==> src/hdl/mci_regs.svh <==
/*
 * register offsets, field positions and reset values of the mac csr window
 * assumes inclusion by bare name from the design files and the bench
 */
`ifndef MCI_REGS_SVH
`define MCI_REGS_SVH

`define MCI_OFS_DROP 8'ha0
`define MCI_OFS_CMD 8'ha4
`define MCI_OFS_DATA 8'ha8
`define MCI_OFS_INTSTS 8'hb0
`define MCI_OFS_INTMASK 8'hb4
`define MCI_BIT_BUSY 31
`define MCI_BIT_RNW 30
`define MCI_IDX_HI 7
`define MCI_RSV_HI 29
`define MCI_RSV_LO 8
`define MCI_LANE_CTL 3
`define MCI_LANE_IDX 0
`define MCI_STRB_RST 4'h0
`define MCI_BIT_HALF 23
`define MCI_BIT_DONE 0
`define MCI_CNT_MID 32'h7fffffff
`define MCI_ZERO32 32'h00000000
`define MCI_ONE32 32'h00000001
`define MCI_IDX_RST 8'h00
`define MCI_RESP_OKAY 2'h0
`define MCI_RESP_SLVERR 2'h2
`define MCI_INT_MASK_VALID 32'h00800001

`endif

==> src/hdl/mci_pkg.sv <==
/*
 * types shared by the mac csr window design
 * assumes mci_regs.svh is on the include path
 */
`default_nettype none
package mci_pkg;
    // request to the internal mac register file
    typedef struct packed {
        logic req;
        logic rnw;
        logic [7:0] idx;
        logic [31:0] wdata;
    } mci_csr_req_t;

    // answer from the internal mac register file
    typedef struct packed {
        logic ack;
        logic [31:0] rdata;
    } mci_csr_rsp_t;

    // indirect transfer sequencer states
    typedef enum logic [1:0] {
        MCI_IDLE,
        MCI_ISSUE,
        MCI_WAIT
    } mci_xfer_state_t;
endpackage
`default_nettype wire

==> src/hdl/mci_csr_window.sv <==
/*
 * axi4-lite register slave for the host mac: dropped frame counter,
 * indirect command/data window to the internal mac registers, interrupts
 * assumes a single clock; internal register file answers with ack on clk
 */
// The AXI4-Lite slave port was left to the implementer.
// Functional notes
// - count discarded receive frames from zero
// - reading the count returns then clears it
// - midpoint crossing sets status bit 23
// - writing busy one starts indirect transfer
// - busy holds during transfer, self-clears
// - read clears busy after data valid
// - bit 30 selects read or write
// - bits 7:0 index internal register
// - data register; write transfer copies it
// - read direction: data returns fetched value
// - write direction: data returns last written
`timescale 1ns/100ps
`default_nettype none
`include "mci_regs.svh"

module mci_csr_window (
    // clock and reset
    input wire logic clk,
    input wire logic resetn,
    // axi4-lite write address
    input wire logic [7:0] s_axi_awaddr,
    input wire logic s_axi_awvalid,
    output logic s_axi_awready,
    // axi4-lite write data
    input wire logic [31:0] s_axi_wdata,
    input wire logic [3:0] s_axi_wstrb,
    input wire logic s_axi_wvalid,
    output logic s_axi_wready,
    // axi4-lite write response
    output logic [1:0] s_axi_bresp,
    output logic s_axi_bvalid,
    input wire logic s_axi_bready,
    // axi4-lite read address
    input wire logic [7:0] s_axi_araddr,
    input wire logic s_axi_arvalid,
    output logic s_axi_arready,
    // axi4-lite read data
    output logic [31:0] s_axi_rdata,
    output logic [1:0] s_axi_rresp,
    output logic s_axi_rvalid,
    input wire logic s_axi_rready,
    // mac events
    input wire logic rxFrameDropped,
    // internal mac register file
    output mci_pkg::mci_csr_req_t csrReq,
    input wire mci_pkg::mci_csr_rsp_t csrRsp,
    // interrupt
    output logic irq
);
    // axi address/data holding
    logic awHeld_reg; // write address captured
    logic wHeld_reg; // write data captured
    logic [7:0] awAddr_reg; // captured write address
    logic [31:0] wData_reg; // captured write data
    logic [3:0] wStrb_reg; // captured byte strobes
    logic bvalid_reg; // write response pending
    logic [1:0] bresp_reg; // write response code
    logic rvalid_reg; // read data pending
    logic [1:0] rresp_reg; // read response code
    logic [31:0] rdata_reg; // read data
    // registers
    logic busy_reg; // indirect transfer in flight
    logic rnw_reg; // transfer direction
    logic [7:0] idx_reg; // internal register index
    logic [31:0] data_reg; // indirect data
    logic [31:0] intSts_reg; // sticky interrupt status
    logic [31:0] intMask_reg; // interrupt enables
    logic irq_reg; // interrupt line
    mci_pkg::mci_xfer_state_t state_reg; // transfer sequencer
    mci_pkg::mci_csr_req_t csrReq_reg; // request to internal file
    // decode
    logic doWrite; // write commits this cycle
    logic doRead; // read taken this cycle
    logic [31:0] wMerged; // strobe-merged write value
    logic [31:0] cmdView; // command register as read
    logic [31:0] rdMux; // read data mux
    logic rdHit; // read address mapped
    logic wrHit; // write address mapped
    logic [31:0] dropCount; // tally
    logic halfCross; // midpoint crossing pulse
    logic xferDone; // transfer finishing this cycle
    logic [31:0] intClr; // status bits cleared this cycle
    logic [31:0] intSet; // status bits set this cycle

    // byte-lane merge of a write over an old value
    function automatic logic [31:0] mergeBytes(input logic [31:0] oldV,
            input logic [31:0] newV, input logic [3:0] strb);
        logic [31:0] res;
        res = oldV;
        for (int i = 0; i < 4; i++) begin
            if (strb[i]) begin
                res[i*8 +: 8] = newV[i*8 +: 8];
            end
        end
        return res;
    endfunction

    // mapped offset check
    function automatic logic isMapped(input logic [7:0] a);
        return (a == `MCI_OFS_DROP) || (a == `MCI_OFS_CMD) || (a == `MCI_OFS_DATA)
            || (a == `MCI_OFS_INTSTS) || (a == `MCI_OFS_INTMASK);
    endfunction

    assign doWrite = awHeld_reg && wHeld_reg && !bvalid_reg;
    assign doRead = s_axi_arvalid && s_axi_arready;
    assign wMerged = mergeBytes(`MCI_ZERO32, wData_reg, wStrb_reg);
    assign wrHit = isMapped(awAddr_reg);
    assign rdHit = isMapped(s_axi_araddr);
    assign xferDone = (state_reg == mci_pkg::MCI_WAIT) && csrRsp.ack;

    // reserved bits 29:8 read zero and ignore writes
    always_comb begin
        cmdView = `MCI_ZERO32;
        cmdView[`MCI_BIT_BUSY] = busy_reg;
        cmdView[`MCI_BIT_RNW] = rnw_reg;
        cmdView[`MCI_IDX_HI:0] = idx_reg;
    end

    // read data select
    always_comb begin
        case (s_axi_araddr)
            `MCI_OFS_DROP: rdMux = dropCount;
            `MCI_OFS_CMD: rdMux = cmdView;
            `MCI_OFS_DATA: rdMux = data_reg;
            `MCI_OFS_INTSTS: rdMux = intSts_reg;
            `MCI_OFS_INTMASK: rdMux = intMask_reg;
            default: rdMux = `MCI_ZERO32;
        endcase
    end

    // dropped frame tally, cleared by a taken read of its offset
    mci_drop_counter u_drop (
        .clk(clk),
        .resetn(resetn),
        .dropPulse(rxFrameDropped),
        .readClear(doRead && (s_axi_araddr == `MCI_OFS_DROP)),
        .count(dropCount),
        .halfCross(halfCross)
    );

    // write address and data capture, either order
    always_ff @(posedge clk or negedge resetn) begin
        if (!resetn) begin
            awHeld_reg <= 1'b0;
            wHeld_reg <= 1'b0;
            awAddr_reg <= `MCI_IDX_RST;
            wData_reg <= `MCI_ZERO32;
            wStrb_reg <= `MCI_STRB_RST;
        end else begin
            if (s_axi_awvalid && s_axi_awready) begin
                awHeld_reg <= 1'b1;
                awAddr_reg <= s_axi_awaddr;
            end else if (doWrite) begin
                awHeld_reg <= 1'b0;
            end
            if (s_axi_wvalid && s_axi_wready) begin
                wHeld_reg <= 1'b1;
                wData_reg <= s_axi_wdata;
                wStrb_reg <= s_axi_wstrb;
            end else if (doWrite) begin
                wHeld_reg <= 1'b0;
            end
        end
    end

    // ready flags: accept a channel only while its holding slot is free
    always_ff @(posedge clk or negedge resetn) begin
        if (!resetn) begin
            s_axi_awready <= 1'b0;
            s_axi_wready <= 1'b0;
            s_axi_arready <= 1'b0;
        end else begin
            s_axi_awready <= !awHeld_reg && !(s_axi_awvalid && s_axi_awready) && !doWrite;
            s_axi_wready <= !wHeld_reg && !(s_axi_wvalid && s_axi_wready) && !doWrite;
            s_axi_arready <= !rvalid_reg && !doRead;
        end
    end

    // write response
    always_ff @(posedge clk or negedge resetn) begin
        if (!resetn) begin
            bvalid_reg <= 1'b0;
            bresp_reg <= `MCI_RESP_OKAY;
        end else if (doWrite) begin
            bvalid_reg <= 1'b1;
            bresp_reg <= wrHit ? `MCI_RESP_OKAY : `MCI_RESP_SLVERR;
        end else if (s_axi_bready) begin
            bvalid_reg <= 1'b0;
        end
    end

    // read response, data captured at address acceptance
    always_ff @(posedge clk or negedge resetn) begin
        if (!resetn) begin
            rvalid_reg <= 1'b0;
            rresp_reg <= `MCI_RESP_OKAY;
            rdata_reg <= `MCI_ZERO32;
        end else if (doRead) begin
            rvalid_reg <= 1'b1;
            rresp_reg <= rdHit ? `MCI_RESP_OKAY : `MCI_RESP_SLVERR;
            rdata_reg <= rdMux;
        end else if (s_axi_rready) begin
            rvalid_reg <= 1'b0;
        end
    end

    // command register: direction and index stored, busy set by write of one
    always_ff @(posedge clk or negedge resetn) begin
        if (!resetn) begin
            rnw_reg <= 1'b0;
            idx_reg <= `MCI_IDX_RST;
            busy_reg <= 1'b0;
        end else begin
            if (doWrite && awAddr_reg == `MCI_OFS_CMD && !busy_reg) begin
                // writes during busy are dropped, the host must not issue them
                if (wStrb_reg[`MCI_LANE_CTL]) begin
                    rnw_reg <= wData_reg[`MCI_BIT_RNW];
                    busy_reg <= wData_reg[`MCI_BIT_BUSY];
                end
                if (wStrb_reg[`MCI_LANE_IDX]) begin
                    idx_reg <= wData_reg[`MCI_IDX_HI:0];
                end
            end else if (xferDone) begin
                busy_reg <= 1'b0;
            end
        end
    end

    // transfer sequencer toward the internal register file
    always_ff @(posedge clk or negedge resetn) begin
        if (!resetn) begin
            state_reg <= mci_pkg::MCI_IDLE;
            csrReq_reg <= '0;
        end else begin
            case (state_reg)
                mci_pkg::MCI_IDLE: begin
                    // only a busy command launches a transfer, data writes alone do not
                    if (busy_reg) begin
                        state_reg <= mci_pkg::MCI_ISSUE;
                    end
                end
                mci_pkg::MCI_ISSUE: begin
                    csrReq_reg.req <= 1'b1;
                    csrReq_reg.rnw <= rnw_reg;
                    csrReq_reg.idx <= idx_reg;
                    csrReq_reg.wdata <= data_reg;
                    state_reg <= mci_pkg::MCI_WAIT;
                end
                mci_pkg::MCI_WAIT: begin
                    if (csrRsp.ack) begin
                        csrReq_reg.req <= 1'b0;
                        state_reg <= mci_pkg::MCI_IDLE;
                    end
                end
                default: state_reg <= mci_pkg::MCI_IDLE;
            endcase
        end
    end

    // data register: host writes when idle, read fetch lands with busy clear
    always_ff @(posedge clk or negedge resetn) begin
        if (!resetn) begin
            data_reg <= `MCI_ZERO32;
        end else if (xferDone && csrReq_reg.rnw) begin
            data_reg <= csrRsp.rdata;
        end else if (doWrite && awAddr_reg == `MCI_OFS_DATA && !busy_reg) begin
            data_reg <= mergeBytes(data_reg, wData_reg, wStrb_reg);
        end
    end

    // status events and write-one clears of this cycle
    always_comb begin
        intClr = (doWrite && awAddr_reg == `MCI_OFS_INTSTS) ? wMerged : `MCI_ZERO32;
        intSet = `MCI_ZERO32;
        intSet[`MCI_BIT_HALF] = halfCross;
        intSet[`MCI_BIT_DONE] = xferDone;
    end

    // sticky interrupt status, write one to clear, set wins over clear
    always_ff @(posedge clk or negedge resetn) begin
        if (!resetn) begin
            intSts_reg <= `MCI_ZERO32;
        end else begin
            intSts_reg <= ((intSts_reg & ~intClr) | intSet) & `MCI_INT_MASK_VALID;
        end
    end

    // interrupt mask and output line
    always_ff @(posedge clk or negedge resetn) begin
        if (!resetn) begin
            intMask_reg <= `MCI_ZERO32;
            irq_reg <= 1'b0;
        end else begin
            if (doWrite && awAddr_reg == `MCI_OFS_INTMASK) begin
                intMask_reg <= mergeBytes(intMask_reg, wData_reg, wStrb_reg)
                    & `MCI_INT_MASK_VALID;
            end
            irq_reg <= |(intSts_reg & intMask_reg);
        end
    end

    assign s_axi_bvalid = bvalid_reg;
    assign s_axi_bresp = bresp_reg;
    assign s_axi_rvalid = rvalid_reg;
    assign s_axi_rresp = rresp_reg;
    assign s_axi_rdata = rdata_reg;
    assign csrReq = csrReq_reg;
    assign irq = irq_reg;
endmodule
`default_nettype wire

==> src/hdl/mci_drop_counter.sv <==
/*
 * dropped receive frame counter, cleared on read, flags its midpoint crossing
 * assumes dropPulse and readClear come from logic on the same clock
 */
`timescale 1ns/100ps
`default_nettype none
`include "mci_regs.svh"

module mci_drop_counter (
    // clock and reset
    input wire logic clk,
    input wire logic resetn,
    // events
    input wire logic dropPulse,
    input wire logic readClear,
    // state
    output logic [31:0] count,
    output logic halfCross
);
    logic [31:0] count_reg; // running tally
    logic halfCross_reg; // one-cycle midpoint crossing

    // count up per drop; a read zeroes it, a drop in the same cycle counts as one
    always_ff @(posedge clk or negedge resetn) begin
        if (!resetn) begin
            count_reg <= `MCI_ZERO32;
        end else if (readClear) begin
            count_reg <= dropPulse ? `MCI_ONE32 : `MCI_ZERO32;
        end else if (dropPulse) begin
            count_reg <= count_reg + `MCI_ONE32;
        end
    end

    // pulse when the tally steps from the midpoint to the next value
    always_ff @(posedge clk or negedge resetn) begin
        if (!resetn) begin
            halfCross_reg <= 1'b0;
        end else begin
            halfCross_reg <= dropPulse && !readClear && (count_reg == `MCI_CNT_MID);
        end
    end

    assign count = count_reg;
    assign halfCross = halfCross_reg;
endmodule
`default_nettype wire

==> config.mk <==
export PLATFORM = sky130hd
export DESIGN_NAME = mci_csr_window
export DESIGN_NICKNAME = d
export VERILOG_FILES = /design/src/hdl/mci_pkg.sv /design/src/hdl/mci_csr_window.sv /design/src/hdl/mci_drop_counter.sv
export VERILOG_INCLUDE_DIRS = /design/src /design/src/hdl
export SDC_FILE = /design/constraint.sdc
export NUM_CORES = 1
export LEC_CHECK = 0
export BUFFER_PORTS_ARGS = -buffer_cell sky130_fd_sc_hd__clkbuf_2
export CAP_MARGIN = 20
export CORE_ASPECT_RATIO = 0.6
export CORE_UTILIZATION = 40
export CTS_CLUSTER_DIAMETER = 40
export DETAILED_ROUTE_END_ITERATION = 6
export HOLD_SLACK_MARGIN = 0.15
export PLACE_DENSITY = 0.65
export REMOVE_ABC_BUFFERS = 1
export SYNTH_ARGS = -nofsm -noshare
export SYNTH_HDL_FRONTEND = slang
export SYNTH_SLANG_ARGS = --single-unit
==> constraint.sdc <==
create_clock -name clk -period 3.1 [get_ports clk]
set_input_delay 0.465 -clock clk [delete_from_list [all_inputs] [get_ports clk]]
set_output_delay 0.465 -clock clk [all_outputs]
set_load 0.005 [all_outputs]
---- After elaboration in Yosys (flattened, before gate mapping) ----
Cells that the tools add are included.
operators by class
  div/mod/pow operators ................... 0
  magnitude comparators ................... 0
  $add $sub $neg .......................... 1
  shifts and indexed selects .............. 0
  reduce and logical (&&, ||, !) cells .... 64
  multiply operators ...................... 0
  mux-type cells .......................... 31
  eq/ne operators ......................... 16
  bitwise logic cells ..................... 4
operators with widths
  cell                   count
  $pmux 32 s5            1
  $mux 32                4
  $eq 8x8->1 const B     10
  $mux 8                 7
  $and 24x24->24         2
  $add 32x1->32 const B  1
  $eq 32x31->1 const B   1
  $reduce_or 32->1       1
  $mux 24                1
  $not 24->24            1
  $or 24x24->24          1
  $reduce_bool 2->1      12
  $reduce_and 2->1       11
  $logic_and 1x1->1      21
  $mux 1                 12
  $logic_not 1->1        10
  $logic_or 1x1->1       8
  $mux 2                 4
  $ne 2x2->1 const B     3
  $pmux 2 s3             1
  $eq 2x1->1 const B     1
  $eq 2x2->1 const B     1
  $logic_not 2->1        1
  $pmux 1 s2             1
word-level totals
  register bits after elaboration ......... 211
  memory bits (writable) .................. 0
  input port bits ......................... 93
  memories ................................ 0
  bits in latches ......................... 0
  memory bits (read-only) ................. 0
  output and inout port bits .............. 84
  word-level logic and storage cells ...... 147

---- Depth between registers and ports, before layout ----
Gate-level depths: netlist of run 1.
  depth in word-level cells ............... 7
  depth in mapped cells ................... 7

---- Modules after synthesis ----
A second synthesis of run 1 with hierarchy kept.
unflattened totals
  cells, all modules ...................... 731
  area, all modules ....................... 9291.4 µm²
by module, submodules not included
  module            seq. area each (µm²)  cells each  times used  area an instance (µm²)
  mci_csr_window    4404.2                545         1           7513.5
  mci_drop_counter  825.8                 186         1           1778.0

---- Least setup slack after synthesis of run 1 ----
OpenSTA, ideal clock, no wires.
  path type ............................... register to register
  start ................................... register u_drop.count_reg[6] (netlist: u_drop.count[6])
  end ..................................... register u_drop.count_reg[31] (netlist: u_drop.count[31])
  setup time .............................. 125 ps
  data arrival time ....................... 1973 ps
  cell stages (with the launch flop) ...... 5
  clock period less this slack ............ 2098 ps
  path slack .............................. 1002 ps
  required time ........................... 2975 ps
  path buffers ............................ 0
  path through ............................ dfrtp_1 -> nand4_2 -> or4_4 -> or4_1 -> mux2_4
on the way
  word-level cells in the longest chain between the ends .. 3
RTL lines
  element                         RTL line                RTL
  start, declared                 mci_drop_counter.sv:20  logic [31:0] count_reg;
  start signal, assigned          mci_drop_counter.sv:26  count_reg <= `MCI_ZERO32;
  start signal, assigned          mci_drop_counter.sv:28  count_reg <= dropPulse ? `MCI_ONE32 : `MCI_ZERO32;
  start signal, assigned          mci_drop_counter.sv:30  count_reg <= count_reg + `MCI_ONE32;
  $add 32x1->32 (no source line)  n/a
  $mux 32                         mci_drop_counter.sv:29  end else if (dropPulse) begin
  $mux 32                         mci_drop_counter.sv:27  end else if (readClear) begin
Every way passes these cells. The select of a mux whose other input is x is not followed.
A chain may end at the register's enable or synchronous reset.

---- Final worst setup path of run 1 ----
  start ................................... register u_drop.count_reg[13] (netlist: u_drop.count[13])
  end ..................................... register u_drop.count_reg[31] (netlist: u_drop.count[31])
The elaborated chain is that of the path after synthesis.

==> results.md, run 1 <==
* CP max stage delay at roughly 690 ps
* GRT Resource Usage Total at about a fifth
* Worst path bufs/invs at 0
* Ys flop type: dfrtp_1
* Clock Sinks at around 210
* Num ports at about 180
* Area growth syn-to-layout at 25.2%
* CTS resizes at 0
* Placer congestion estimate at 0.812
* Hold Vio Cnt, Final at 0
* Number of distinct library cells after synthesis at 48
* CTS clock-pin slew for the worst setup and hold paths at about 60 ps
* Syn_area_per_cell at between 10 and 15 um^2
* Worst EP arrival at approximately 2800 ps
* Post-synthesis cell count at approximately 760
* Sw Ratio at approximately 28%
* Yosys top cell by area: dfrtp_1
* GR Layer Usage met2 at ~27%
* TritonCTS Buffers at 26
* Layout cells sized above 1 at about a third
* Fin crit period at around 2400 ps
* First-pass GRT wire length at between 30000 and 40000 um
* Final design utilization at between 50% and 60%
* I/O Buffers at approximately 170
* Initial DRC Count at around 320
* Met3 Usage GRT at 4.00%
* Family with the most delay on the worst path: simple AND/OR/NAND/NOR gates
* Pin count of the biggest net entering global routing at 110
* Fin crit share at about three quarters
* Fin nets at 1042
* Die Y at ~120 um
* Detailed-router iteration count before antenna repair at 4
* Worst vdd ir at just over 0.0004 V
* Final worst setup slack at 743 ps
* Worst EP required at around 3500 ps
* N_diodes at 0
* Final slew viol count at 0
* Clk buf depth at 3
* Slew headroom at about a third
* CTS tree: done
* Flop pwr share at between 40% and 50%
* EDFF count, synth at 0
* Post-CTS setup buffer count at 0
* Cell with the most instances after synthesis: dfrtp_1
* Vias in the first global route at approximately 6400
* CTS root buf: clkbuf_16
* Initial antenna violation count at 0
* Synth async-reset ratio at between 90% and 100%
* Via count at around 6600
* Sequential share of the synthesized area at approximately 58%
* Clock skew at between 10 and 15 ps
* DR vias/cell at 5.31
* Synth top cells by count: dfrtp_1, mux2_2, a21oi_1
* Worst skew pair latency at between 500 and 600 ps
* Yosys top cell area share at 57.9%
* CP max-delay cell: or4_4
* Max reg flops at 42
* Hold WC Path Type: input pin to flip-flop
* Worst slack, placed at a little under 700 ps
* CP Launch Type: flip-flop
* Hold_buf cts at 10
* Die Wd at between 150 and 200 um
* WS Path Type: flip-flop to flip-flop
* DRC at 0
* TNS Setup at 0 ps
* Endpoints failing setup at 0
* Synth Warn # at 0
* Synthesized area at around 9000 um^2
* Int Power at roughly 6200 uW
* Fill count at between 2000 and 2500
* Cell Pwr Density at approximately 770 nW/um^2
* Fmax at roughly 0.42 GHz
* Total of max-cap violations at 0
* WL per Instance at about 18 um
* Leakage at approximately 0.0050 uW
* Die area at ~23000 um^2
* CP cell instances: nand4_1 > or4_4 > or4_1 > mux2_4
* RSZ-0062 raised after global routing: no
* FP Rows at 42
* Post-DP HPWL at 16000 um
* Core area at 22100 um^2
* Critical Path Sink Type: flip-flop
* Gr busiest metal: met1
* Initial Util at 40.9%
* Status: complete, no violations
* H-tree Lvls at 1
* FF+latch count, synth at 209
* Tightest Pin Transition at roughly 980 ps
* Synth area leaders: dfrtp_1, mux2_2, mux2i_1, a21oi_1, a22oi_1
* Final ANT Viol Nets at 0
* Sw power at approximately 2400 uW
* Final WL at 22600 um
* Worst-path maximum fanout at 24
* FF-to-FF setup slack at around 740 ps
* Grt total ovfl at 0
* Routing usage on met1 at between 30% and 40%
* Clock power frac at 37.0%
* Gate power share at 17.9%
## cells by family (layout without fill, tap and decap cells)
kind of cell               count (synthesis)  in the layout  share of synthesized area, %
DFF                                      209            209                          57.9
and+or+nand+nor                          195            195                          11.9
AOI/OAI and AO/OA                        157            157                          10.2
muxes                                    136            136                          16.5
buffers and inverters                     52            256                          2.26
xor gates and xnor gates                  11             11                          1.07
adders and majority gates                  1              1                         0.138
other                                      1              2                        0.0415
## per-stage QoR
step | hold WS (ps) | std cells | total power (uW) | cell area [um^2]
floorplan | 169 | 721 | 4760 | 8870
global placement | 415 | 1196 | 5450 | 10300
detailed placement | 420 | 1196 | 5500 | 10300
CTS | 150 | 1253 | 8780 | 11300
global route | 163 | 1253 | 9110 | 11300
finish | 173 | 1253 | 8660 | 11300
## routing by layer
layer  up-vias  wire length [um]
met1      3301             11900
met5         -                 0
li1       3161                 -
met3        28              1180
met4         0               339
met2       158              9100
## cells in the final DEF, fill, tap and decap left out, drive strengths merged, types with 16 or more instances in the layout
cell      n
a21oi    55
a22oi    36
buf      16
clkbuf  206
dfrtp   209
mux2     98
mux2i    38
nand2    42
nand4    16
nor2     52
o21ai    48
or4      17
## worst register-to-register path, cell delays in order, from the launching register on
cell and delay (ps):
dfrtp_1 420, nand4_1 250, or4_4 690, or4_1 590, mux2_4 310
## power groups by stage
| stage | Combinational [uW] | Sequential (uW) | Clock, uW |
|---|---|---|---|
| after global placement | 1520 | 3920 | 0 |
| after global routing | 1720 | 3990 | 3400 |
| after CTS | 1580 | 3900 | 3300 |
| final | 1550 | 3900 | 3200 |
| after floorplan | 966 | 3790 | 0 |
| after detailed placement | 1560 | 3940 | 0 |
## final cells by class
| class | count | area [um^2] | share of cell area [%] |
|---|---|---|---|
| flip-flops and latches | 209 | 5230 | 46.2 |
| multi-input cells | 502 | 3610 | 31.9 |
| repair buffers | 199 | 1160 | 10.2 |
| clock buffers | 33 | 728 | 6.44 |
| well taps | 286 | 358 | 3.16 |
| clock inverters | 14 | 195 | 1.73 |
| inverters | 10 | 37.5 | 0.332 |
## path summary, 6_finish.rpt
kind	startpoint	endpoint	cells after the start
worst max-delay path	u_drop.count[13]	u_drop.count[31]	4
worst min-delay path	s_axi_wdata[26]	wData_reg[26]	2
worst max register to register	u_drop.count[13]	u_drop.count[31]	4
worst min register to register	u_drop.halfCross	intSts_reg[23]	1
max in group asynchronous	resetn	s_axi_arready	3
min in group asynchronous	resetn	csrReq[35]	2
No activity file was read; power rests on OpenSTA's default activity.
==> inputs of run 2 (changes only) <==
ABC_AREA = 1   (was default)
PLACE_DENSITY = 0.67   (was 0.65)
clock period = 2.1 ns   (was 3.1 ns; I/O delays follow)
==> results.md, run 2 <==
* Final ANT Viol Nets at 0 (unchanged)
* CTS tree: done
* Initial antenna violation count at 0 (unchanged)
* Sequential share of the synthesized area at 54.8% (-3.1 points)
* TritonCTS Buffers at 25 (-3.8%)
* Final hold slack at 170 ps (-2.78 ps)
* Flop pwr share at 43.7% (-1.4 points)
* Worst vdd ir at 0.000642 V (+57%)
* Grt total ovfl at 0 (unchanged)
* HP Start: csrRsp[20]
* Hold Crit Depth at 5 (+3)
* Via count at 8500 (+28%)
* Clock Sinks at 209 (unchanged)
* Final design utilization at 53.9% (+2.6 points)
* GRT Resource Usage Total at 23.4% (+3.5 points)
* Vias in the first global route at 8266 (+29%)
* Hold_buf cts at 75 (+65)
* DRC at 0 (unchanged)
* Status: complete, no violations
* FF-to-FF setup slack at 330 ps (-420 ps)
* CTS resizes at 0 (unchanged)
* Synth top cells by count: nand2_1, dfrtp_1, nand3_1
* Fmax at 0.564 GHz (+33%)
* Synth Warn # at 0 (unchanged)
* Post-DP HPWL at 19700 um (+23%)
* Area growth syn-to-layout at 31.2%
* Syn_area_per_cell at 8.85 um^2 (-25%)
* Hold Vio Cnt, Final at 0 (unchanged)
* Fin nets at 1434 (+38%)
* Tightest Pin Transition at 814 ps (-169 ps)
* Clock skew at 8.56 ps (-4.36 ps)
* Clk buf depth at 3 (unchanged)
* Synthesized area at 9550 um^2 (+5.7%)
* Layout cells sized above 1 at 24.8% (-10 points)
* Total of max-cap violations at 0 (unchanged)
* CTS root buf: clkbuf_16
* Placed cell area at 10900 um^2 (+6.3%)
* Slew headroom at 45.6% (+11 points)
* Commonest non-fill, non-tap cells in the layout: nand2_1, dfrtp_1, clkbuf_2
* WS Path Type: flip-flop to flip-flop
* Worst EP arrival at 2240 ps (-530 ps)
* Num ports at 177 (unchanged)
* FF+latch count, synth at 209 (unchanged)
* Endpoints failing setup at 0 (unchanged)
* Leakage at 0.00648 uW (+29%)
* Post-synthesis cell count at 1079 (+42%)
* Number of distinct library cells after synthesis at 29 (-40%)
* Worst-path maximum fanout at 9 (-63%)
* Core area at 23200 um^2 (+5.3%)
* Post-route cell area at 12500 um^2 (+11%)
* Placer congestion estimate at 0.894 (+10%)
* Initial DRC Count at 675 (+110%)
* Die Y at 122 um (+2.8%)
* FP Rows at 43 (+2.4%)
* Cell Pwr Density at 1010 nW/um^2 (+32%)
* H-tree Lvls at 1 (unchanged)
* Cell with the most instances after synthesis: nand2_1
* Fin crit period at 1770 ps (-583 ps)
* Clock power frac at 35.0% (-2.0 points)
* CTS clock-pin slew for the worst setup and hold paths at 60 ps (about the same)
* Placed Instances at 1553 (+30%)
* Detailed-router iteration count before antenna repair at 5 (+1)
* Synth area leaders: dfrtp_1, nand2_1, mux2_2, nand3_1, nor2_1
* Pin count of the biggest net entering global routing at 67 (-39%)
* Hold path endpoint: data_reg[20]
* Sw Ratio at 30.7% (+2.8 points)
* Cell depth of the worst flop-to-flop path at 7 (+3)
* Commonest non-fill, non-tap cell in the layout: nand2_1
* DR vias/cell at 5.08 (-4.2%)
* Reg2reg end: data_reg[8]
* CP Launch Type: flip-flop
* Layout Cells excl Fill at 1673 (+34%)
* Int Power at 8740 uW (+40%)
* Worst reg2reg startpoint: s_axi_bvalid
* N_diodes at 0 (unchanged)
* Fin crit share at 84.5% (+8.4 points)
* Hold WC Path Type: input pin to flip-flop
* Max reg flops at 42 (unchanged)
* Die area at 24500 um^2 (+5.6%)
* Post-CTS setup buffer count at 0 (unchanged)
* Critical Path Sink Type: flip-flop
* I/O Buffers at 174 (unchanged)
* EDFF count, synth at 0 (unchanged)
* Gate power share at 21.3% (+3.4 points)
* Yosys top cell by area: dfrtp_1
* Worst EP required at 2570 ps (-940 ps)
* Ys flop type: dfrtp_1
* Initial Util at 41.1% (+0.14 points)
* Final WL at 27900 um (+24%)
* Synth async-reset ratio at 100% (unchanged)
* Yosys top cell area share at 54.8% (-3.1 points)
* Worst skew pair latency at 530 ps (about the same)
* Die Wd at 201 um (+2.8%)
* Final slew viol count at 0 (unchanged)
* RSZ-0062 raised after global routing: no
* Sw power at 3870 uW (+60%)
* WL per Instance at 16.7 um (-7.4%)
* First-pass GRT wire length at 45000 um (+23%)
run 2: per-layer routing:
| layer | vias to the layer above | share of wire, % | global-route usage, % |
|---|---|---|---|
| li1 | 4069 | - | - |
| met3 | 42 | 7.8 | 5.08 |
| met4 | 0 | 1.6 | 4.69 |
| met1 | 4053 | 49 | 35.7 |
| met2 | 336 | 41 | 34.1 |
| met5 | - | 0 | 0 |
run 2: layout make-up:
type                            instances  area [um^2]
Inverter                               71          267
Tap cell                              315          394
Multi-Input combinational cell        757         3860
Clock inverter                         15          181
Sequential cell                       209         5230
Clock buffer                           30          654
Timing Repair Buffer                  276         1930
Fill cell                            2117        10700
run 2: worst max path at each step:
stage | startpoint | to | slack [ps] | depth (start not counted)
6_report | s_axi_bvalid | data_reg[8] | 330 | 7
5_1_grt | s_axi_bvalid | data_reg[12] | 120 | 7
4_1_cts | s_axi_bvalid | data_reg[13] | 320 | 7
3_5_place_dp | s_axi_bvalid | data_reg[11] | 320 | 7
3_3_place_gp | s_axi_bvalid | data_reg[8] | 380 | 7
2_1_floorplan | s_axi_arready | s_axi_rdata[11] | -780 | 6
run 2: power groups by stage:
stage | sequential, uW | combinational, uW | clock (uW)
4_1_cts | 5500 | 2690 | 4500
6_report | 5510 | 2690 | 4410
3_5_place_dp | 5570 | 2570 | 0
5_1_grt | 5630 | 3030 | 4680
2_1_floorplan | 5400 | 1640 | 0
3_3_place_gp | 5540 | 2510 | 0
run 2: kinds of logic after synthesis:
kind of cell	Yosys count	share of synthesized area, %
AND/OR/NAND/NOR	589	26.7
XOR/XNOR	2	0.184
adder cells (fa/ha/maj)	1	0.131
buffers and inverters	114	4.88
multiplexers	70	8.26
AO/OA/AOI/OAI	93	5.06
flip-flops	209	54.8
other	1	0.0393
run 2: stage by stage:
| stage | TNS [ps] | power (uW) | worst slack [ps] |
|---|---|---|---|
| after floorplan | -52410 | 7040 | -782 |
| after CTS | 0 | 12700 | 320 |
| after detailed placement | 0 | 8150 | 325 |
| final | 0 | 12600 | 326 |
| after global routing | 0 | 13300 | 123 |
| after global placement | 0 | 8050 | 376 |
run 2: worst max-delay path, cell delays in order (launching register included):
cell and delay (ps):
dfrtp_1 390, inv_1 70, nand3_1 190, nor2_4 250, nand4_2 370, nand2_2 300, nand2_1 90, nand2_1 60
